`config.mk`:
```
export PLATFORM = sky130hd
export DESIGN_NAME = spi_master_slave_port
export DESIGN_NICKNAME = d
export VERILOG_FILES = /design/src/spi_port_pkg.sv /design/src/spi_master_slave_port.sv
export SDC_FILE = /design/constraint.sdc
export NUM_CORES = 1
export LEC_CHECK = 0
export BUFFER_PORTS_ARGS = -buffer_cell sky130_fd_sc_hd__clkbuf_2
export CAP_MARGIN = 20
export CORE_MARGIN = 3
export CORE_UTILIZATION = 55
export CTS_CLUSTER_DIAMETER = 50
export DETAILED_ROUTE_END_ITERATION = 6
export PLACE_DENSITY = 0.86
export SLEW_MARGIN = 20
export SYNTH_ARGS = -nofsm -noshare
export SYNTH_HDL_FRONTEND = slang
export SYNTH_SLANG_ARGS = --single-unit
```
`constraint.sdc`:
```
create_clock -name mclk -period 3.65 [get_ports mclk]
set_input_delay 0.365 -clock mclk [delete_from_list [all_inputs] [get_ports mclk]]
set_output_delay 0.365 -clock mclk [all_outputs]
set_load 0.02 [all_outputs]
```
`src/spi_port_pkg.sv`:
```
/*
 * Shared constants, types and helpers for the dual-instance serial peripheral port.
 * Assumes a single 100 MHz clock and register indices that the bus slave maps at four bytes apart.
 */
`default_nettype none

package spi_port_pkg;

   // ==========================================================
   // Register indices (byte address is four times the index)
   localparam logic [7:0] CTRL_A_IDX = 8'hd2;
   localparam logic [7:0] DATA_A_IDX = 8'hd3;
   localparam logic [7:0] FLAGS_A_IDX = 8'hd4;
   localparam logic [7:0] CTRL_B_IDX = 8'h92;
   localparam logic [7:0] DATA_B_IDX = 8'h93;
   localparam logic [7:0] FLAGS_B_IDX = 8'hf1;
   localparam logic [7:0] REG_RESET = 8'h00;

   // ==========================================================
   // Control register fields
   localparam int CTL_EN = 7;
   localparam int CTL_LSB = 6;
   localparam int CTL_MS = 5;
   localparam int CTL_CLOCK_IDLE_LEVEL = 4;
   localparam int CTL_CLOCK_SAMPLE_EDGE = 3;
   localparam int CTL_DBL = 2;
   localparam int CTL_RATE_HI = 1;
   localparam int CTL_RATE_LO = 0;

   // ==========================================================
   // Flags register fields
   localparam int FLG_DONE = 7;
   localparam int FLG_WRITE_COLLISION_FLAG = 6;
   localparam int FLG_SSHIGH = 5;
   localparam int FLG_SELECT_PIN_ENABLE = 2;
   localparam int FLG_TRANSMIT_PIN_ENABLE = 1;
   localparam int FLG_RECEIVE_PIN_ENABLE = 0;

   // ==========================================================
   // Sequencing counts
   localparam logic [3:0] LAST_EDGE = 4'hf;
   localparam logic [2:0] LAST_BIT = 3'h7;
   localparam logic [7:0] RATIO_N0 = 8'h04;
   localparam logic [7:0] RATIO_N1 = 8'h10;
   localparam logic [7:0] RATIO_N2 = 8'h40;
   localparam logic [7:0] RATIO_N3 = 8'h80;
   localparam logic [7:0] RATIO_D0 = 8'h02;
   localparam logic [7:0] RATIO_D1 = 8'h08;
   localparam logic [7:0] RATIO_D2 = 8'h20;
   localparam logic [7:0] RATIO_D3 = 8'h40;

   typedef enum logic [1:0] {ST_IDLE, ST_MASTER, ST_SLAVE} xfer_state_t;

   typedef struct packed {
      logic sck_in;
      logic mosi_in;
      logic miso_in;
      logic ss_in;
   } pins_in_t;

   typedef struct packed {
      logic sck_out;
      logic sck_oe;
      logic mosi_out;
      logic mosi_oe;
      logic miso_out;
      logic miso_oe;
   } pins_out_t;

   typedef struct packed {
      logic ss_dir_out;
      logic int_enable;
      logic int_service;
   } side_in_t;

   typedef struct packed {
      logic wr_ctrl;
      logic wr_data;
      logic wr_flags;
      logic rd_flags;
      logic rd_data;
      logic [7:0] wdata;
   } bus_req_t;

   // Clock cycles per half period of the serial clock, less one
   function automatic logic [6:0] half_period_last(input logic [2:0] sel);
      logic [7:0] ratio;
      case (sel)
         3'h0: ratio = RATIO_N0;
         3'h1: ratio = RATIO_N1;
         3'h2: ratio = RATIO_N2;
         3'h3: ratio = RATIO_N3;
         3'h4: ratio = RATIO_D0;
         3'h5: ratio = RATIO_D1;
         3'h6: ratio = RATIO_D2;
         default: ratio = RATIO_D3;
      endcase
      half_period_last = 7'(ratio[7:1] - 7'h01);
   endfunction : half_period_last

endpackage : spi_port_pkg

`default_nettype wire

```
`src/spi_master_slave_port.sv`:
```
/*
 * Two serial peripheral port instances behind an Avalon-MM slave with waitrequest.
 * Assumes pins are synchronous to mclk, the select pin direction comes from the GPIO port,
 * and an outside interrupt controller supplies enable and service pulses per instance.
 */
// Chosen here: the Avalon-MM register port.
// Notes on behaviour
// - Full duplex on four wires with selectable polarity, phase and bit order.
// - Writing the data byte starts a transfer; master drives the clock.
// - Slave select is an input; clock comes from outside; slave shifts both ways.
// - Completion sets the done flag; interrupt request; service clears it.
// - Interrupt disabled: status read then data access clears the done flag.
// - Data write during a transfer sets collision; same sequence clears it.
// - Slave select low activates; high stops, resets shifting, drops partial data.
// - Master seeing select low drops to slave and sets the done flag.
// - Master select as output is not driven here; GPIO owns it.
// - Select enable cleared: internal select high as master, low as slave.
// - Select rise sets its flag; only writing zero clears it.
// - Transmit and receive enables gate their pins and directions.
// - Control bit 7 enables the port.
// - Control bit 6 picks most or least significant bit first.
// - Control bit 5 picks slave or master.
// - Control bit 4 sets the serial clock idle level.
// - Control bit 3 picks leading or trailing sample edge.
// - Doubler and rate bits divide mclk by 4,16,64,128 or 2,8,32,64.
`default_nettype none

module spi_channel
   import spi_port_pkg::*;
(
   input wire logic mclk,
   input wire logic sys_rst,
   input wire bus_req_t bus,
   input wire pins_in_t pins_in,
   input wire side_in_t side_in,
   output logic [7:0] ctrl_rd,
   output logic [7:0] flags_rd,
   output logic [7:0] data_rd,
   output var pins_out_t pins_out,
   output logic int_request
);

   // ==========================================================
   // State
   logic [7:0] ctrl_q;
   logic [2:0] cfg_q;
   logic done_q;
   logic write_collision_flag_q;
   logic sshigh_q;
   logic armed_q;
   logic [7:0] shift_q;
   logic [7:0] rx_q;
   logic out_q;
   logic sck_q;
   logic sck_prev_q;
   logic ss_prev_q;
   logic [6:0] div_q;
   logic [3:0] edge_q;
   logic [2:0] bitcnt_q;
   xfer_state_t state_q;

   logic en, master, clock_idle_level, clock_sample_edge, lsb;
   logic select_pin_enable, transmit_pin_enable, receive_pin_enable;
   logic ss_input, ss_int, mode_fault, slave_act;
   logic m_tick, lead_evt, trail_evt, sample_evt, setup_evt;
   logic rx_bit, busy, start, load, xfer_done, clear_pair, ss_rise;
   logic [7:0] shift_next;

   function automatic logic head_bit(input logic [7:0] v, input logic lsb_first);
      head_bit = lsb_first ? v[0] : v[7];
   endfunction : head_bit

   function automatic logic [7:0] shift_in(input logic [7:0] v, input logic b, input logic lsb_first);
      shift_in = lsb_first ? {b, v[7:1]} : {v[6:0], b};
   endfunction : shift_in

   // ==========================================================
   // Decoded configuration
   assign en = ctrl_q[CTL_EN];
   assign lsb = ctrl_q[CTL_LSB];
   assign master = ctrl_q[CTL_MS];
   assign clock_idle_level = ctrl_q[CTL_CLOCK_IDLE_LEVEL];
   assign clock_sample_edge = ctrl_q[CTL_CLOCK_SAMPLE_EDGE];
   assign select_pin_enable = cfg_q[FLG_SELECT_PIN_ENABLE];
   assign transmit_pin_enable = cfg_q[FLG_TRANSMIT_PIN_ENABLE];
   assign receive_pin_enable = cfg_q[FLG_RECEIVE_PIN_ENABLE];

   // A master whose select pin is a GPIO output never sees its own select
   assign ss_input = select_pin_enable & ~(master & side_in.ss_dir_out);
   assign ss_int = ~select_pin_enable ? master : (ss_input ? pins_in.ss_in : 1'b1);
   assign mode_fault = en & master & ~ss_int;
   assign slave_act = en & ~master & ~ss_int;
   assign ss_rise = ss_input & ~ss_prev_q & pins_in.ss_in;

   // ==========================================================
   // Edge events, shared by master generator and slave detector
   assign m_tick = (state_q == ST_MASTER) && (div_q == half_period_last(ctrl_q[CTL_DBL:CTL_RATE_LO]));
   assign lead_evt = master ? (m_tick & ~edge_q[0])
                            : (slave_act & (sck_prev_q == clock_idle_level) & (pins_in.sck_in != clock_idle_level));
   assign trail_evt = master ? (m_tick & edge_q[0])
                             : (slave_act & (sck_prev_q != clock_idle_level) & (pins_in.sck_in == clock_idle_level));
   assign sample_evt = clock_sample_edge ? trail_evt : lead_evt;
   assign setup_evt = clock_sample_edge ? lead_evt : trail_evt;

   assign rx_bit = ~receive_pin_enable ? 1'b0 : (master ? pins_in.miso_in : pins_in.mosi_in);
   assign shift_next = shift_in(shift_q, rx_bit, lsb);

   assign busy = (state_q != ST_IDLE);
   assign load = bus.wr_data & ~busy;
   assign start = load & en & master & ~mode_fault;
   assign xfer_done = master ? (m_tick && edge_q == LAST_EDGE)
                             : (sample_evt && bitcnt_q == LAST_BIT);
   assign clear_pair = armed_q & (bus.rd_data | bus.wr_data);

   // ==========================================================
   // Transfer sequencer
   always_ff @(posedge mclk) begin
      if (sys_rst) begin
         state_q <= ST_IDLE;
      end else begin
         case (state_q)
            ST_IDLE: begin
               if (start) begin
                  state_q <= ST_MASTER;
               end else if (slave_act && sample_evt) begin
                  state_q <= ST_SLAVE;
               end
            end
            ST_MASTER: begin
               if (mode_fault || !en || !master || xfer_done) begin
                  state_q <= ST_IDLE;
               end
            end
            ST_SLAVE: begin
               // Select going high abandons the byte in flight
               if (!slave_act || xfer_done) begin
                  state_q <= ST_IDLE;
               end
            end
            default: begin
               state_q <= ST_IDLE;
            end
         endcase
      end
   end

   // ==========================================================
   // Clock divider and edge counter
   always_ff @(posedge mclk) begin
      if (sys_rst || state_q != ST_MASTER) begin
         div_q <= 7'h00;
         edge_q <= 4'h0;
      end else if (m_tick) begin
         div_q <= 7'h00;
         edge_q <= 4'(edge_q + 4'h1);
      end else begin
         div_q <= 7'(div_q + 7'h01);
      end
   end

   always_ff @(posedge mclk) begin
      if (sys_rst) begin
         sck_q <= 1'b0;
      end else if (state_q != ST_MASTER) begin
         sck_q <= clock_idle_level;
      end else if (m_tick) begin
         sck_q <= ~sck_q;
      end
   end

   always_ff @(posedge mclk) begin
      if (sys_rst) begin
         bitcnt_q <= 3'h0;
      end else if (xfer_done || (!slave_act && (state_q != ST_MASTER || !master))) begin
         bitcnt_q <= 3'h0;
      end else if (sample_evt) begin
         bitcnt_q <= 3'(bitcnt_q + 3'h1);
      end
   end

   // ==========================================================
   // Shift register and serial output
   always_ff @(posedge mclk) begin
      if (sys_rst) begin
         shift_q <= REG_RESET;
         out_q <= 1'b0;
      end else if (load) begin
         shift_q <= bus.wdata;
         // Phase 0 needs the first bit on the line before the first edge
         if (!clock_sample_edge) begin
            out_q <= head_bit(bus.wdata, lsb);
         end
      end else begin
         if (sample_evt) begin
            shift_q <= shift_next;
         end
         if (setup_evt) begin
            out_q <= head_bit(shift_q, lsb);
         end
      end
   end

   always_ff @(posedge mclk) begin
      if (sys_rst) begin
         rx_q <= REG_RESET;
      end else if (xfer_done) begin
         rx_q <= sample_evt ? shift_next : shift_q;
      end
   end

   always_ff @(posedge mclk) begin
      if (sys_rst) begin
         sck_prev_q <= 1'b0;
         // Select idles high, so a low reset value would fake a rise
         ss_prev_q <= 1'b1;
      end else begin
         sck_prev_q <= pins_in.sck_in;
         ss_prev_q <= pins_in.ss_in;
      end
   end

   // ==========================================================
   // Software registers and flags
   always_ff @(posedge mclk) begin
      if (sys_rst) begin
         ctrl_q <= REG_RESET;
      end else begin
         if (bus.wr_ctrl) begin
            ctrl_q <= bus.wdata;
         end
         // Demotion wins over a concurrent software write to avoid contention
         if (mode_fault) begin
            ctrl_q[CTL_MS] <= 1'b0;
         end
      end
   end

   always_ff @(posedge mclk) begin
      if (sys_rst) begin
         cfg_q <= 3'h0;
      end else if (bus.wr_flags) begin
         cfg_q <= bus.wdata[FLG_SELECT_PIN_ENABLE:FLG_RECEIVE_PIN_ENABLE];
      end
   end

   always_ff @(posedge mclk) begin
      if (sys_rst) begin
         done_q <= 1'b0;
      end else if (xfer_done || mode_fault) begin
         done_q <= 1'b1;
      end else if (side_in.int_enable && side_in.int_service) begin
         done_q <= 1'b0;
      end else if (!side_in.int_enable && clear_pair) begin
         done_q <= 1'b0;
      end
   end

   always_ff @(posedge mclk) begin
      if (sys_rst) begin
         write_collision_flag_q <= 1'b0;
      end else if (bus.wr_data && busy) begin
         write_collision_flag_q <= 1'b1;
      end else if (clear_pair) begin
         write_collision_flag_q <= 1'b0;
      end
   end

   always_ff @(posedge mclk) begin
      if (sys_rst) begin
         armed_q <= 1'b0;
      end else if (bus.rd_flags) begin
         armed_q <= 1'b1;
      end else if (bus.rd_data || bus.wr_data) begin
         armed_q <= 1'b0;
      end
   end

   always_ff @(posedge mclk) begin
      if (sys_rst) begin
         sshigh_q <= 1'b0;
      end else if (ss_rise) begin
         sshigh_q <= 1'b1;
      end else if (bus.wr_flags && !bus.wdata[FLG_SSHIGH]) begin
         sshigh_q <= 1'b0;
      end
   end

   // ==========================================================
   // Outputs
   assign ctrl_rd = ctrl_q;
   assign flags_rd = {done_q, write_collision_flag_q, sshigh_q, 2'b00, cfg_q};
   assign data_rd = rx_q;
   assign int_request = done_q & side_in.int_enable;

   always_comb begin
      pins_out.sck_out = sck_q;
      pins_out.sck_oe = en & master;
      pins_out.mosi_out = out_q;
      pins_out.mosi_oe = en & master & transmit_pin_enable;
      pins_out.miso_out = out_q;
      pins_out.miso_oe = slave_act & transmit_pin_enable;
   end
endmodule : spi_channel

module spi_master_slave_port
   import spi_port_pkg::*;
(
   input wire logic mclk,
   input wire logic sys_rst,
   input wire logic [7:0] avs_address,
   input wire logic avs_read,
   input wire logic avs_write,
   input wire logic [31:0] avs_writedata,
   input wire logic [3:0] avs_byteenable,
   output var logic [31:0] avs_readdata,
   output logic avs_waitrequest,
   input wire pins_in_t pins_in_a,
   input wire side_in_t side_in_a,
   output var pins_out_t pins_out_a,
   output logic int_request_a,
   input wire pins_in_t pins_in_b,
   input wire side_in_t side_in_b,
   output var pins_out_t pins_out_b,
   output logic int_request_b
);

   logic ack_q;
   logic take_wr, take_rd;
   bus_req_t bus_a, bus_b;
   logic [7:0] ctrl_a, flags_a, data_a, ctrl_b, flags_b, data_b;
   logic [7:0] rd_mux;

   function automatic bus_req_t decode(input logic [7:0] addr, input logic [7:0] c_idx,
                                       input logic [7:0] d_idx, input logic [7:0] f_idx,
                                       input logic wr, input logic rd, input logic [7:0] wd);
      decode.wr_ctrl = wr && addr == c_idx;
      decode.wr_data = wr && addr == d_idx;
      decode.wr_flags = wr && addr == f_idx;
      decode.rd_flags = rd && addr == f_idx;
      decode.rd_data = rd && addr == d_idx;
      decode.wdata = wd;
   endfunction : decode

   // ==========================================================
   // Bus slave: one wait cycle so read data comes from a flop
   always_ff @(posedge mclk) begin
      if (sys_rst) begin
         ack_q <= 1'b0;
      end else begin
         ack_q <= (avs_read | avs_write) & ~ack_q;
      end
   end

   assign avs_waitrequest = (avs_read | avs_write) & ~ack_q;
   assign take_wr = ack_q & avs_write & avs_byteenable[0];
   assign take_rd = ack_q & avs_read;
   assign bus_a = decode(avs_address, CTRL_A_IDX, DATA_A_IDX, FLAGS_A_IDX, take_wr, take_rd, avs_writedata[7:0]);
   assign bus_b = decode(avs_address, CTRL_B_IDX, DATA_B_IDX, FLAGS_B_IDX, take_wr, take_rd, avs_writedata[7:0]);

   // Unmapped indices read as zero and ignore writes
   always_comb begin
      case (avs_address)
         CTRL_A_IDX: rd_mux = ctrl_a;
         DATA_A_IDX: rd_mux = data_a;
         FLAGS_A_IDX: rd_mux = flags_a;
         CTRL_B_IDX: rd_mux = ctrl_b;
         DATA_B_IDX: rd_mux = data_b;
         FLAGS_B_IDX: rd_mux = flags_b;
         default: rd_mux = REG_RESET;
      endcase
   end

   always_ff @(posedge mclk) begin
      if (sys_rst) begin
         avs_readdata <= 32'h0000_0000;
      end else if (avs_read && !ack_q) begin
         avs_readdata <= {24'h00_0000, rd_mux};
      end
   end

   // ==========================================================
   // Instances
   spi_channel u_chan_a (
      .mclk(mclk),
      .sys_rst(sys_rst),
      .bus(bus_a),
      .pins_in(pins_in_a),
      .side_in(side_in_a),
      .ctrl_rd(ctrl_a),
      .flags_rd(flags_a),
      .data_rd(data_a),
      .pins_out(pins_out_a),
      .int_request(int_request_a)
   );

   spi_channel u_chan_b (
      .mclk(mclk),
      .sys_rst(sys_rst),
      .bus(bus_b),
      .pins_in(pins_in_b),
      .side_in(side_in_b),
      .ctrl_rd(ctrl_b),
      .flags_rd(flags_b),
      .data_rd(data_b),
      .pins_out(pins_out_b),
      .int_request(int_request_b)
   );

endmodule : spi_master_slave_port

`default_nettype wire

```
## After elaboration in Yosys (flattened, before gate mapping)

Cells that the tools add are included.

- Bits in registers: 111
- Input port bits: 62

- $add $sub $neg: 8
- Eq/ne operators: 44
- Muxes and demuxes: 69
- Bitwise operators: 68
- Reduce and logical (&&, ||, !) cells: 85

Operators by type and width:

| kind | count |
|---|---|
| one-hot mux 8 bit (6 select lines) | 3 |
| two-way mux 1 bit | 50 |
| AND 1 bit | 48 |
| == test 8 bit, second input constant | 6 |
| two-way mux 8 bit | 6 |
| logical AND 1 bit | 29 |
| == test 3 bit, second input constant | 8 |
| nonzero test 2 bit | 12 |
| logical OR 1 bit | 18 |
| inverter 1 bit | 17 |
| two-way mux 2 bit | 8 |
| adder 7 x 1 -> 7 bit, second input constant | 2 |
| == test 7 bit | 2 |
| subtractor 7 x 1 -> 7 bit, second input constant | 2 |
| one-hot mux 2 bit (3 select lines) | 2 |
| OR reduction 2 bit | 6 |
| logical NOT 1 bit | 10 |
| adder 4 x 1 -> 4 bit, second input constant | 2 |
| == test 4 bit, second input constant | 2 |
| != test 2 x 1 -> 1 bit, second input constant | 4 |
| != test 2 bit, second input constant | 4 |
| adder 3 x 1 -> 3 bit, second input constant | 2 |
| == test 3 x 1 -> 1 bit, second input constant | 2 |
| == test 3 x 2 -> 1 bit, second input constant | 2 |
| other kinds (11) | 27 |

## Depth between registers and ports, before layout

Gate-level depths: netlist of run 1.

- Depth after elaboration: 16
- Mapped depth: 14

## Modules after synthesis

Synthesis of run 1 repeated with hierarchy kept, for this count alone.

- Cells, all modules: 742
- Area, all modules: 6,661.4 µm²

Modules (own cells, without submodules):

| module | instances | cells each | area an instance (µm²) | sequential area each (µm²) |
|---|---|---|---|---|
| spi_channel at u_chan_a | 1 | 302 | 2,767.7 | 1,021.0 |
| spi_channel at u_chan_b | 1 | 299 | 2,755.1 | 1,021.0 |
| spi_master_slave_port | 1 | 141 | 1,138.6 | 180.2 |

## Worst setup path before layout of run 1

Ideal clock, no wire load.

- Path type: register to register
- From: reg u_chan_a.ctrl_q[0] (netlist: u_chan_a.ctrl_rd[0])
- To: reg u_chan_a.bitcnt_q[0]
- Setup time: 0.114 ns
- Arrival time: 2.757 ns
- Data required time: 3.536 ns
- Setup slack: 0.779 ns
- Cell stages (with the launch flop): 13
- Buffers on the path: 3
- Path through: dfxtp_1 > buf_2 > or3_1 > ha_1 > xnor2_1 > or4b_1 > a32oi_1 > and4_1 > o22a_1 > buf_6 > buf_12 > mux2i_1 > nor2_1

- Cells in the longest elaborated chain, start to end: 12

RTL lines:

| element | RTL line | text |
|---|---|---|
| from (decl) | spi_master_slave_port.sv:45 | `logic [7:0] ctrl_q;` |
| from (signal assigned) | spi_master_slave_port.sv:229 | `ctrl_q <= bus.wdata;` |
| == test 3 bit, or another cell as far along | spi_port_pkg.sv:88 | `case (sel)` |
| one-hot mux 8 bit (6 select lines) * | spi_port_pkg.sv:88 |  |
| subtractor 7 x 1 -> 7 bit * | spi_port_pkg.sv:98 | `half_period_last = 7'(ratio[7:1] - 7'h01);` |
| == test 7 bit * | spi_master_slave_port.sv:97 | `assign m_tick = (state_q == ST_MASTER) && (div_q == half_period_last(ctrl_q[CTL_DBL:CTL_RATE_LO]));` |
| logical AND 1 bit * | spi_master_slave_port.sv:97 |  |
| AND 1 bit, on equally long branches | spi_master_slave_port.sv:98, spi_master_slave_port.sv:100 |  |
| two-way mux 1 bit, on equally long branches | spi_master_slave_port.sv:98, spi_master_slave_port.sv:100 |  |
| two-way mux 1 bit | spi_master_slave_port.sv:102 | `assign sample_evt = clock_sample_edge ? trail_evt : lead_evt;` |
| logical AND 1 bit | spi_master_slave_port.sv:112 | `: (sample_evt && bitcnt_q == LAST_BIT);` |
| two-way mux 1 bit | spi_master_slave_port.sv:111 | `assign xfer_done = master ? (m_tick && edge_q == LAST_EDGE)` |
| logical OR 1 bit | spi_master_slave_port.sv:174 | `end else if (xfer_done \|\| (!slave_act && (state_q != ST_MASTER \|\| !master))) begin` |
| OR reduction 2 bit (no source line) | -- |  |
| to (signal assigned) | spi_master_slave_port.sv:177 | `bitcnt_q <= 3'(bitcnt_q + 3'h1);` |
| to (decl) | spi_master_slave_port.sv:59 | `logic [2:0] bitcnt_q;` |

Mark *: on every way between the ends. The rest lies on a longest branch, timed or not.
A chain may end at the register's enable or synchronous reset.

## Worst setup path after layout of run 1

- From: reg u_chan_a.ctrl_q[2] (netlist: u_chan_a.ctrl_rd[2])
- To: reg u_chan_a.rx_q[3] (netlist: u_chan_a.data_rd[3])

- Cells in the longest elaborated chain, start to end: 10

RTL lines:

| element | RTL line | text |
|---|---|---|
| == test 3 bit, or another cell as far along | spi_port_pkg.sv:88 |  |
| one-hot mux 8 bit (6 select lines) * | spi_port_pkg.sv:88 |  |
| subtractor 7 x 1 -> 7 bit * | spi_port_pkg.sv:98 |  |
| == test 7 bit * | spi_master_slave_port.sv:97 |  |
| logical AND 1 bit * | spi_master_slave_port.sv:97 |  |
| AND 1 bit, on equally long branches | spi_master_slave_port.sv:98, spi_master_slave_port.sv:100 |  |
| two-way mux 1 bit, on equally long branches | spi_master_slave_port.sv:98, spi_master_slave_port.sv:100 |  |
| two-way mux 1 bit | spi_master_slave_port.sv:102 |  |
| logical AND 1 bit | spi_master_slave_port.sv:112 |  |
| two-way mux 1 bit | spi_master_slave_port.sv:111 |  |
| to (signal assigned) | spi_master_slave_port.sv:207 | `rx_q <= sample_evt ? shift_next : shift_q;` |
| to (decl) | spi_master_slave_port.sv:52 | `logic [7:0] rx_q;` |

Marked as above.

==> run_summary.xml, run 1 <==
<?xml version="1.0" encoding="UTF-8"?>
<metrics>
  <group name="finish">
    <metric name="utilization" unit="%">61.2</metric>
    <metric name="areaGrowthSynthToFinish" unit="%">6.75</metric>
    <metric name="insertedDiodeCount" unit="">0</metric>
    <metric name="nNetsFinal" unit="">819</metric>
    <metric name="post_route_cells_drive_above_1_share" unit="%">15.3</metric>
  </group>
  <group name="yosys">
    <metric name="ys_async_sr_fraction" unit="%">0</metric>
    <metric name="synth-edff-count" unit="">0</metric>
    <metric name="post_synth_inst_count" unit="">729</metric>
    <metric name="synth.yosys.seq_area_share" unit="%">35.2</metric>
    <metric name="ys_top_cells_by_area" unit="">dfxtp_1 (35%), mux2i_1 (8.4%), nor2_1 (5.1%)</metric>
    <metric name="synth_area_per_cell" unit="µm²">8.67</metric>
    <metric name="yosys_warns" unit="">0</metric>
    <metric name="main_synth_ff_type" unit="">dfxtp_1</metric>
    <metric name="synth_top_area_share" unit="%">35.2</metric>
    <metric name="synth.distinct_cells" unit="">73</metric>
    <metric name="yosys.area.top_type" unit="">dfxtp_1</metric>
    <metric name="syn-cell-area" unit="mm²">0.00632</metric>
    <metric name="postSynthRegisterBits" unit="">111</metric>
  </group>
  <group name="clocking">
    <metric name="post-cts-setup-buffers" unit="">0</metric>
    <metric name="h_tree_depth" unit="">3</metric>
    <metric name="cts.sink_count" unit="">111</metric>
    <metric name="cts_tree" unit="">done</metric>
    <metric name="hold_buffers" unit="">0</metric>
    <metric name="cts_resized" unit="">0</metric>
    <metric name="max-clock-path-buffers" unit="">2</metric>
    <metric name="clock-root-buffer" unit="">clkbuf_16</metric>
    <metric name="cts_buffers" unit="">9</metric>
    <metric name="clock_slew_at_the_register_clock_pins_of_the_worst_setup_and_hold_paths" unit="ps">70</metric>
    <metric name="clock_insertion_delay_worst_skew" unit="ps">350</metric>
  </group>
  <group name="floorplanning">
    <metric name="fp.dieW" unit="µm">113</metric>
    <metric name="num_io_pins" unit="">109</metric>
    <metric name="area_of_the_placeable_core" unit="mm²">0.0110</metric>
    <metric name="area_of_the_die" unit="mm²">0.0128</metric>
    <metric name="start_util" unit="%">57.3</metric>
    <metric name="floorplan.rows" unit="">38</metric>
    <metric name="height_of_the_die" unit="µm">113</metric>
  </group>
  <group name="placement">
    <metric name="post_place_worst_slack" unit="ps">325</metric>
    <metric name="place.detailed.hpwl" unit="µm">11700</metric>
    <metric name="portBuffers" unit="">57</metric>
    <metric name="gp_congestion" unit="">0.922</metric>
  </group>
  <group name="drt">
    <metric name="detailedRoute.firstPassIterationCount" unit="">5</metric>
    <metric name="routed_wl" unit="µm">15900</metric>
    <metric name="initialDrtViolationCount" unit="">526</metric>
    <metric name="routed-via-count" unit="">5500</metric>
    <metric name="detail_route.wl_per_cell" unit="µm">17.9</metric>
    <metric name="drc" unit="">0</metric>
    <metric name="vias_per_cell" unit="">6.17</metric>
    <metric name="antenna_violating_nets_post_route" unit="">0</metric>
  </group>
  <group name="power">
    <metric name="power_per_cell_area" unit="mW/mm²">352</metric>
    <metric name="peakVddDrop" unit="µV">240</metric>
    <metric name="power_leakage" unit="nW">2.39</metric>
    <metric name="total_power" unit="mW">2.38</metric>
  </group>
  <group name="setup_path">
    <metric name="cpMaxStageDelayCell" unit="">or4b_1</metric>
    <metric name="worst-path-buf-inv" unit="">1</metric>
    <metric name="timing.critical_path.depth" unit="">10</metric>
    <metric name="worst_r2r_path_depth" unit="">10</metric>
    <metric name="crit_required" unit="ps">3880</metric>
    <metric name="critical-path-top-delay-family" unit="">simple AND/OR/NAND/NOR gates</metric>
    <metric name="crit_path_max_fanout" unit="">9</metric>
    <metric name="worst_path_class_setup" unit="">reg2reg</metric>
    <metric name="path_cells" unit="">or3_1 -&gt; ha_1 -&gt; xnor2_1 -&gt; or4b_1 -&gt; a32oi_1 -&gt; and4_1 -&gt; buf_4 -&gt; o221ai_1 -&gt; nand3_1 -&gt; a21oi_1</metric>
    <metric name="critical_path.max_stage_delay" unit="ps">460</metric>
    <metric name="worst_setup_path_start_kind" unit="">register</metric>
    <metric name="worstSetupEndpointType" unit="">register</metric>
    <metric name="arrival_time_at_the_worst_endpoint" unit="ps">3630</metric>
  </group>
  <group name="min_path">
    <metric name="type_of_the_most_critical_hold_path" unit="">in2reg</metric>
    <metric name="timing.hold.worst_path_depth" unit="">2</metric>
  </group>
  <group name="flow_run">
    <metric name="drv_cap" unit="">0</metric>
  </group>
  <group name="timing">
    <metric name="period_share" unit="%">93.2</metric>
    <metric name="max_freq" unit="MHz">294</metric>
    <metric name="grt_setup_unrepaired" unit="">false</metric>
    <metric name="relative_slew_slack" unit="%">43.8</metric>
    <metric name="hold_slack" unit="ps">262</metric>
    <metric name="setup_viol_count_final" unit="">0</metric>
    <metric name="final.setup.tns" unit="ps">0</metric>
    <metric name="final-max-slew-violation-count" unit="">0</metric>
    <metric name="timing.final.crit_period" unit="ps">3400</metric>
    <metric name="final-hold-violation-count" unit="">0</metric>
    <metric name="worst_clock_skew" unit="ps">8.64</metric>
    <metric name="tightestPinTransition" unit="ps">838</metric>
    <metric name="setup_slack" unit="ps">248</metric>
  </group>
  <group name="global_routing">
    <metric name="global_route.usage.total" unit="%">24.8</metric>
    <metric name="grt-ovfl-total" unit="">0</metric>
    <metric name="grt_antenna_before_repair" unit="">0</metric>
    <metric name="first_global_vias" unit="">5263</metric>
    <metric name="global_route_wire_length_before_repair" unit="µm">26100</metric>
    <metric name="grt_start_max_net_pins" unit="">39</metric>
  </group>
  <group name="status">
    <metric name="outcome" unit="">completed</metric>
  </group>
</metrics>
[state kept, by name (all words and copies together) (netlist names), 2 cells and up]
register,cells
u_chan_b.div_q,7
u_chan_b.bitcnt_q,3
u_chan_a.cfg_q,3
u_chan_a.state_q,2
avs_readdata,8
u_chan_b.shift_q,8
u_chan_b.cfg_q,3
u_chan_a.ctrl_rd,8
u_chan_a.data_rd,8
u_chan_b.edge_q,4
u_chan_a.shift_q,8
u_chan_b.ctrl_rd,8
u_chan_a.div_q,7
u_chan_a.edge_q,4
u_chan_b.data_rd,8
u_chan_a.bitcnt_q,3
u_chan_b.state_q,2
[Yosys cell counts, types with 9 or more instances]
library cell / n
buf_4: 33
nand3_1: 27
and3_1: 17
o22ai_1: 17
and2_1: 9
a211oi_1: 14
ha_1: 10
nand2b_1: 33
o221ai_1: 17
nand2_1: 50
xnor2_1: 18
nor2_1: 86
clkbuf_1: 33
mux2i_1: 53
xor2_1: 12
dfxtp_1: 111
nor2b_1: 9
a21oi_1: 25
[power by group]
group	total, mW	switching [mW]	internal (mW)
registers	1.23	0.00649	1.22
clock network	1.01	0.456	0.555
logic	0.140	0.0981	0.0420
total	2.38	0.561	1.82
[per-stage QoR]
stage	instances	instance area, µm²
final	892	6750
after CTS	892	6750
after global routing	892	6750
after detailed placement	876	6440
after floorplan	752	6410
after global placement	876	6440
[metal layers]
| metal | part of all wire, % | GRT usage, % | up-vias |
|---|---|---|---|
| li1 | - | - | 2603 |
| met1 | 40 | 31.2 | 2606 |
| met2 | 49 | 42.0 | 253 |
| met3 | 7.8 | 5.13 | 38 |
| met4 | 2.6 | 9.21 | 0 |
| met5 | 0 | 0 | - |
[path summary, 6_finish.rpt]
check	start	slack, ps	endpoint
hold reg to reg	u_chan_a.bitcnt_q[2]$_SDFFE_PP0P_	470	u_chan_a.bitcnt_q[2]$_SDFFE_PP0P_
setup reg to reg	u_chan_a.ctrl_rd[2]$_SDFFE_PP0P_	250	u_chan_a.data_rd[3]$_SDFFE_PP0P_
setup / recovery	u_chan_a.ctrl_rd[2]$_SDFFE_PP0P_	250	u_chan_a.data_rd[3]$_SDFFE_PP0P_
hold / removal	pins_in_b[0]	260	u_chan_b.ss_prev_q$_SDFF_PP1_
[final cells by class]
class,instances,area [µm²]
Fill cell,929,4280
Multi-Input combinational cell,551,3660
Sequential cell,111,2220
Timing Repair Buffer,66,353
Clock buffer,10,239
Tap cell,140,175
Clock inverter,6,68.8
Inverter,8,30.0
[cell families after synthesis]
logic type,share of synthesized area [%]
xor gates and xnor gates,4.16
DFF,35.2
adders and majority gates,1.98
and+or+nand+nor,24.0
other,0.0593
muxes,9.64
AOI/OAI and AO/OA,16.7
buffers and inverters,8.31
[cell usage in the layout (no fill, tap or decap), types with 5 or more instances in the layout]
master / synthesis / layout
nor3b_1: 5 / 5
conb_1: 1 / 24
nand2_1: 50 / 50
nand2b_1: 33 / 33
buf_4: 33 / 9
or3_1: 7 / 7
dfxtp_1: 111 / 111
xor2_1: 12 / 12
o21ai_0: 5 / 5
and3_1: 17 / 17
ha_1: 10 / 10
nand3_1: 27 / 27
mux2_2: 7 / 7
and2_1: 9 / 9
nor2_1: 86 / 86
or2_2: 6 / 6
a21oi_1: 25 / 25
a221oi_1: 8 / 8
o22ai_1: 17 / 17
nor2b_1: 9 / 9
inv_1: 8 / 8
a211oi_1: 14 / 14
clkbuf_16: 0 / 9
o211ai_1: 6 / 6
o221ai_1: 17 / 17
xnor2_1: 18 / 18
nand3b_1: 8 / 8
nor3_1: 6 / 6
clkbuf_2: 1 / 57
mux2i_1: 53 / 53
Note: power is estimated with default switching activity, not from simulation.
==> inputs of run 2 (changes only) <==
--- a/config.mk
+++ b/config.mk
@@ -12,6 +12,7 @@
 export CTS_CLUSTER_DIAMETER = 50
 export DETAILED_ROUTE_END_ITERATION = 6
 export PLACE_DENSITY = 0.86
+export REMOVE_ABC_BUFFERS = 1
 export SLEW_MARGIN = 20
 export SYNTH_ARGS = -nofsm -noshare
 export SYNTH_HDL_FRONTEND = slang
==> run_summary.xml, run 2 (synthesized netlist as in run 1, its figures left out) <==
<?xml version="1.0" encoding="UTF-8"?>
<metrics>
  <group name="timing">
    <metric name="relative_slew_slack" unit="%">43.6</metric>
    <metric name="final.setup.tns" unit="ps">0</metric>
    <metric name="final-max-slew-violation-count" unit="">0</metric>
    <metric name="worst_clock_skew" unit="ps">15.8</metric>
    <metric name="setup_slack" unit="ps">225</metric>
    <metric name="hold_slack" unit="ps">234</metric>
    <metric name="grt_setup_unrepaired" unit="">false</metric>
    <metric name="period_share" unit="%">93.8</metric>
    <metric name="timing.final.crit_period" unit="ps">3420</metric>
    <metric name="max_freq" unit="MHz">292</metric>
    <metric name="setup_viol_count_final" unit="">0</metric>
    <metric name="tightestPinTransition" unit="ps">842</metric>
    <metric name="final-hold-violation-count" unit="">0</metric>
  </group>
  <group name="floorplanning">
    <metric name="num_io_pins" unit="">109</metric>
    <metric name="fp.dieW" unit="µm">113</metric>
    <metric name="area_of_the_placeable_core" unit="mm²">0.0110</metric>
    <metric name="floorplan.rows" unit="">38</metric>
    <metric name="height_of_the_die" unit="µm">113</metric>
    <metric name="area_of_the_die" unit="mm²">0.0128</metric>
    <metric name="start_util" unit="%">57.3</metric>
  </group>
  <group name="clocking">
    <metric name="cts.sink_count" unit="">111</metric>
    <metric name="cts_buffers" unit="">9</metric>
    <metric name="h_tree_depth" unit="">3</metric>
    <metric name="max-clock-path-buffers" unit="">2</metric>
    <metric name="cts_tree" unit="">done</metric>
    <metric name="hold_buffers" unit="">0</metric>
    <metric name="clock-root-buffer" unit="">clkbuf_16</metric>
    <metric name="clock_slew_at_the_register_clock_pins_of_the_worst_setup_and_hold_paths" unit="ps">70</metric>
    <metric name="clock_insertion_delay_worst_skew" unit="ps">360</metric>
  </group>
  <group name="global_routing">
    <metric name="global_route_wire_length_before_repair" unit="µm">25500</metric>
    <metric name="grt-ovfl-total" unit="">0</metric>
    <metric name="grt_start_max_net_pins" unit="">43</metric>
    <metric name="first_global_vias" unit="">5235</metric>
    <metric name="grt_antenna_before_repair" unit="">0</metric>
    <metric name="global_route.usage.total" unit="%">24.5</metric>
  </group>
  <group name="flow_run">
    <metric name="drv_cap" unit="">0</metric>
  </group>
  <group name="setup_path">
    <metric name="worstSetupEndpointType" unit="">register</metric>
    <metric name="arrival_time_at_the_worst_endpoint" unit="ps">3710</metric>
    <metric name="crit_path_max_fanout" unit="">19</metric>
    <metric name="cpMaxStageDelayCell" unit="">or4b_1</metric>
    <metric name="crit_required" unit="ps">3940</metric>
    <metric name="worst_path_class_setup" unit="">reg2reg</metric>
    <metric name="critical-path-top-delay-family" unit="">simple AND/OR/NAND/NOR gates</metric>
    <metric name="critical_path.max_stage_delay" unit="ps">460</metric>
    <metric name="worst-path-buf-inv" unit="">1</metric>
    <metric name="worst_setup_path_start_kind" unit="">register</metric>
    <metric name="path_cells" unit="">or3_1 -&gt; ha_1 -&gt; xnor2_1 -&gt; or4b_1 -&gt; a32oi_1 -&gt; and3_1 -&gt; o22a_1 -&gt; buf_4 -&gt; o221ai_1 -&gt; a21oi_1</metric>
  </group>
  <group name="placement">
    <metric name="postPlaceCellArea" unit="mm²">0.00642</metric>
    <metric name="placed_cells" unit="">874</metric>
    <metric name="gp_congestion" unit="">0.909</metric>
    <metric name="portBuffers" unit="">57</metric>
    <metric name="place.detailed.hpwl" unit="µm">11400</metric>
    <metric name="post_place_worst_slack" unit="ps">209</metric>
  </group>
  <group name="finish">
    <metric name="nNetsFinal" unit="">817</metric>
    <metric name="insertedDiodeCount" unit="">0</metric>
    <metric name="final_cell_area" unit="mm²">0.00674</metric>
    <metric name="post_route_cells_drive_above_1_share" unit="%">15.0</metric>
    <metric name="utilization" unit="%">61.1</metric>
    <metric name="areaGrowthSynthToFinish" unit="%">6.59</metric>
    <metric name="layoutNonFillerInstCount" unit="">889</metric>
    <metric name="final_cell_mix" unit="">dfxtp_1 (111), nor2_1 (86), clkbuf_2 (57), mux2i_1 (53), nand2_1 (50)</metric>
    <metric name="layout.cells.most_common" unit="">dfxtp_1</metric>
  </group>
  <group name="drt">
    <metric name="antenna_violating_nets_post_route" unit="">0</metric>
    <metric name="routed_wl" unit="µm">15800</metric>
    <metric name="drc" unit="">0</metric>
    <metric name="detailedRoute.firstPassIterationCount" unit="">6</metric>
    <metric name="initialDrtViolationCount" unit="">842</metric>
    <metric name="detail_route.wl_per_cell" unit="µm">17.8</metric>
    <metric name="vias_per_cell" unit="">6.24</metric>
    <metric name="routed-via-count" unit="">5549</metric>
  </group>
  <group name="power">
    <metric name="peakVddDrop" unit="µV">340</metric>
    <metric name="power_leakage" unit="nW">2.37</metric>
    <metric name="total_power" unit="mW">2.42</metric>
    <metric name="power_per_cell_area" unit="mW/mm²">359</metric>
  </group>
  <group name="status">
    <metric name="outcome" unit="">completed</metric>
  </group>
  <group name="min_path">
    <metric name="type_of_the_most_critical_hold_path" unit="">in2reg</metric>
  </group>
</metrics>
[run 2: per-layer routing]
metal | track usage, % | vias to the layer above | wire [µm]
li1 | - | 2586 | -
met1 | 31.4 | 2601 | 6550
met2 | 40.2 | 297 | 7400
met3 | 5.45 | 65 | 1290
met4 | 9.78 | 0 | 560
met5 | 0 | - | 0
[run 2: path summary, 6_finish.rpt]
path	to	slack, ps	cells after the start	from
worst min-delay path	u_chan_b.ss_prev_q$_SDFF_PP1_	230	2	pins_in_b[0]
worst max register to register	u_chan_a.data_rd[1]$_SDFFE_PP0P_	230	10	u_chan_a.ctrl_rd[1]$_SDFFE_PP0P_
worst max-delay path	u_chan_a.data_rd[1]$_SDFFE_PP0P_	230	10	u_chan_a.ctrl_rd[1]$_SDFFE_PP0P_
worst min register to register	u_chan_a.bitcnt_q[2]$_SDFFE_PP0P_	470	2	u_chan_a.bitcnt_q[2]$_SDFFE_PP0P_
[run 2: repair_timing]
| action | 4_1_cts | 5_1_grt |
|---|---|---|
| endpoints found under the setup margin | 0 | 1 |
| endpoints found under the hold margin | 0 | 0 |
| setup buffers | 0 | 0 |
| resized for setup | 0 | 1 |
[run 2: report_power, final]
group,leakage [nW],switching (mW),internal [mW]
Sequential,0.896,0.00635,1.22
Combinational,1.33,0.0972,0.0420
Clock,0.145,0.453,0.600
Total,2.37,0.556,1.86
[run 2: layout make-up]
type	instances	area [µm²]
repair buffers	64	338
fillers	907	4290
multi-input cells	551	3660
flip-flops and latches	111	2220
inverters	8	30.0
clock inverters	5	83.8
clock buffers	10	229
well taps	140	175
==> inputs of run 3 (changes only) <==
==> constraint.sdc (replaced) <==
create_clock -name mclk -period 3.2 [get_ports mclk]
set_input_delay 0.32 -clock mclk [delete_from_list [all_inputs] [get_ports mclk]]
set_output_delay 0.32 -clock mclk [all_outputs]
set_load 0.02 [all_outputs]
==> run_summary.xml, run 3 (synthesized netlist as in run 1, its figures left out) <==
<?xml version="1.0" encoding="UTF-8"?>
<metrics>
  <group name="status">
    <metric name="outcome" unit="">completed</metric>
  </group>
  <group name="drt">
    <metric name="routed-via-count" unit="">5536</metric>
    <metric name="antenna_violating_nets_post_route" unit="">0</metric>
    <metric name="vias_per_cell" unit="">6.19</metric>
    <metric name="detailedRoute.firstPassIterationCount" unit="">5</metric>
    <metric name="drc" unit="">0</metric>
    <metric name="initialDrtViolationCount" unit="">825</metric>
    <metric name="detail_route.wl_per_cell" unit="µm">18.5</metric>
    <metric name="routed_wl" unit="µm">16600</metric>
  </group>
  <group name="global_routing">
    <metric name="global_route.peak_usage_layer" unit="">met2</metric>
    <metric name="gr-usage-met1" unit="%">32.8</metric>
    <metric name="global_route_wire_length_before_repair" unit="µm">26800</metric>
    <metric name="met3_usage" unit="%">6.20</metric>
    <metric name="global_route.usage.total" unit="%">25.9</metric>
    <metric name="grt_start_max_net_pins" unit="">40</metric>
    <metric name="grt_antenna_before_repair" unit="">0</metric>
    <metric name="groute.layer.met2.usage" unit="%">43.5</metric>
    <metric name="grt-ovfl-total" unit="">0</metric>
    <metric name="first_global_vias" unit="">5289</metric>
  </group>
  <group name="power">
    <metric name="power_per_cell_area" unit="mW/mm²">398</metric>
    <metric name="combPwrFrac" unit="%">5.9</metric>
    <metric name="p_switching" unit="mW">0.644</metric>
    <metric name="power.sequential.fraction" unit="%">51.5</metric>
    <metric name="p_int" unit="mW">2.07</metric>
    <metric name="switching_part_of_the_total_power" unit="%">23.7</metric>
    <metric name="power.clock.fraction" unit="%">42.6</metric>
    <metric name="power_leakage" unit="nW">2.41</metric>
    <metric name="peakVddDrop" unit="µV">419</metric>
    <metric name="total_power" unit="mW">2.71</metric>
  </group>
  <group name="placement">
    <metric name="place.detailed.hpwl" unit="µm">11800</metric>
    <metric name="post_place_worst_slack" unit="ps">37.1</metric>
    <metric name="portBuffers" unit="">57</metric>
    <metric name="gp_congestion" unit="">0.964</metric>
  </group>
  <group name="finish">
    <metric name="insertedDiodeCount" unit="">0</metric>
    <metric name="areaGrowthSynthToFinish" unit="%">7.84</metric>
    <metric name="post_route_cells_drive_above_1_share" unit="%">16.6</metric>
    <metric name="nNetsFinal" unit="">822</metric>
    <metric name="utilization" unit="%">61.8</metric>
    <metric name="layout.filler_cells" unit="">918</metric>
    <metric name="layout.cells.most_common" unit="">dfxtp_1</metric>
    <metric name="final_cell_mix" unit="">dfxtp_1 (109), nor2_1 (86), clkbuf_2 (57), mux2i_1 (53), nand2_1 (50)</metric>
  </group>
  <group name="timing">
    <metric name="relative_slew_slack" unit="%">46.9</metric>
    <metric name="hold_slack" unit="ps">190</metric>
    <metric name="tightestPinTransition" unit="ps">794</metric>
    <metric name="final-hold-violation-count" unit="">0</metric>
    <metric name="timing.final.crit_period" unit="ps">3060</metric>
    <metric name="max_freq" unit="MHz">327</metric>
    <metric name="final-max-slew-violation-count" unit="">0</metric>
    <metric name="final.setup.tns" unit="ps">0</metric>
    <metric name="worst_clock_skew" unit="ps">8.89</metric>
    <metric name="setup_viol_count_final" unit="">0</metric>
    <metric name="grt_setup_unrepaired" unit="">false</metric>
    <metric name="period_share" unit="%">95.6</metric>
    <metric name="setup_slack" unit="ps">140</metric>
  </group>
  <group name="setup_path">
    <metric name="crit_path_max_fanout" unit="">12</metric>
    <metric name="arrival_time_at_the_worst_endpoint" unit="ps">3280</metric>
    <metric name="worst_r2r_path_depth" unit="">9</metric>
    <metric name="critical_path.max_stage_delay" unit="ps">430</metric>
    <metric name="path_cells" unit="">or3_1 -&gt; ha_1 -&gt; xor2_1 -&gt; a311oi_1 -&gt; o32ai_1 -&gt; a211oi_4 -&gt; a31o_4 -&gt; mux2i_1 -&gt; o22ai_1</metric>
    <metric name="worst_path_class_setup" unit="">reg2reg</metric>
    <metric name="worstSetupEndpointType" unit="">register</metric>
    <metric name="cpMaxStageDelayCell" unit="">dfxtp_1</metric>
    <metric name="worst_setup_path_start_kind" unit="">register</metric>
    <metric name="crit_required" unit="ps">3420</metric>
  </group>
  <group name="floorplanning">
    <metric name="start_util" unit="%">57.3</metric>
    <metric name="floorplan.rows" unit="">38</metric>
    <metric name="height_of_the_die" unit="µm">113</metric>
    <metric name="area_of_the_placeable_core" unit="mm²">0.0110</metric>
    <metric name="num_io_pins" unit="">109</metric>
    <metric name="area_of_the_die" unit="mm²">0.0128</metric>
    <metric name="fp.dieW" unit="µm">113</metric>
  </group>
  <group name="clocking">
    <metric name="cts_tree" unit="">done</metric>
    <metric name="clock_slew_at_the_register_clock_pins_of_the_worst_setup_and_hold_paths" unit="ps">70</metric>
    <metric name="post-cts-setup-buffers" unit="">0</metric>
    <metric name="cts.sink_count" unit="">111</metric>
    <metric name="cts_buffers" unit="">9</metric>
    <metric name="h_tree_depth" unit="">3</metric>
    <metric name="clock_insertion_delay_worst_skew" unit="ps">360</metric>
    <metric name="max-clock-path-buffers" unit="">2</metric>
    <metric name="clock-root-buffer" unit="">clkbuf_16</metric>
    <metric name="hold_buffers" unit="">0</metric>
  </group>
  <group name="min_path">
    <metric name="timing.hold.worst_path_depth" unit="">2</metric>
    <metric name="type_of_the_most_critical_hold_path" unit="">in2reg</metric>
  </group>
  <group name="flow_run">
    <metric name="drv_cap" unit="">0</metric>
  </group>
</metrics>
run 3: changes by cell type in the layout (fill, tap and decap cells not counted), sizes merged:
| cell | delta |
|---|---|
| buf | +5 |
| bufinv | -1 |
| clkbuf | +1 |
| clkinv | +1 |
| clkinvlp | -1 |
| inv | +1 |
run 3: critical path, delay by kind of cell, from the launching register on:
kind            cells  cell delay (ps)
simple gates        1              360
compound gates      5             1300
xor+xnor            1              190
fa+ha+maj           1              280
mux                 1              350
flops               1              430
run 3: per-stage QoR:
stage / std cells / cell area (µm²)
final: 895 / 6820
after CTS: 895 / 6770
after floorplan: 670 / 5910
after global placement: 879 / 6470
after detailed placement: 879 / 6470
after global routing: 895 / 6820
run 3: final timing paths:
kind | slack [ps] | start | to
min | 190 | pins_in_a[0] | u_chan_a.ss_prev_q$_SDFF_PP1_
max reg2reg | 140 | u_chan_b.ctrl_rd[2]$_SDFFE_PP0P_ | u_chan_b.shift_q[6]$_SDFF_PP0_
max | 140 | u_chan_b.ctrl_rd[2]$_SDFFE_PP0P_ | u_chan_b.shift_q[6]$_SDFF_PP0_
min reg2reg | 470 | u_chan_a.data_rd[0]$_SDFFE_PP0P_ | u_chan_a.data_rd[0]$_SDFFE_PP0P_
run 3: repair_timing:
item	in CTS	in global routing
setup endpoints to repair	0	31
gates resized for setup	0	12
hold endpoints to repair	0	0
run 3: power by group through the flow:
stage	sequential (mW)	clock, mW	combinational [mW]
after floorplan	1.44	0	0.0706
after global placement	1.43	0	0.150
after detailed placement	1.43	0	0.155
after CTS	1.40	1.16	0.156
after global routing	1.40	1.22	0.171
final	1.40	1.15	0.159
run 3: area by class of cell:
| class | count | area, µm² | area share, % |
|---|---|---|---|
| Multi-Input combinational cell | 551 | 3700 | 54.3 |
| Sequential cell | 111 | 2220 | 32.6 |
| Timing Repair Buffer | 69 | 388 | 5.69 |
| Clock buffer | 11 | 243 | 3.56 |
| Tap cell | 140 | 175 | 2.57 |
| Clock inverter | 5 | 56.3 | 0.826 |
| Inverter | 8 | 30.0 | 0.441 |
run 3: routing by layer:
layer	wire [µm]	part of all wire, %	vias to the layer above
met4	391	2.4	0
met2	8030	48	253
met1	6940	42	2654
li1	-	-	2593
met3	1220	7.3	36
met5	0	0	-
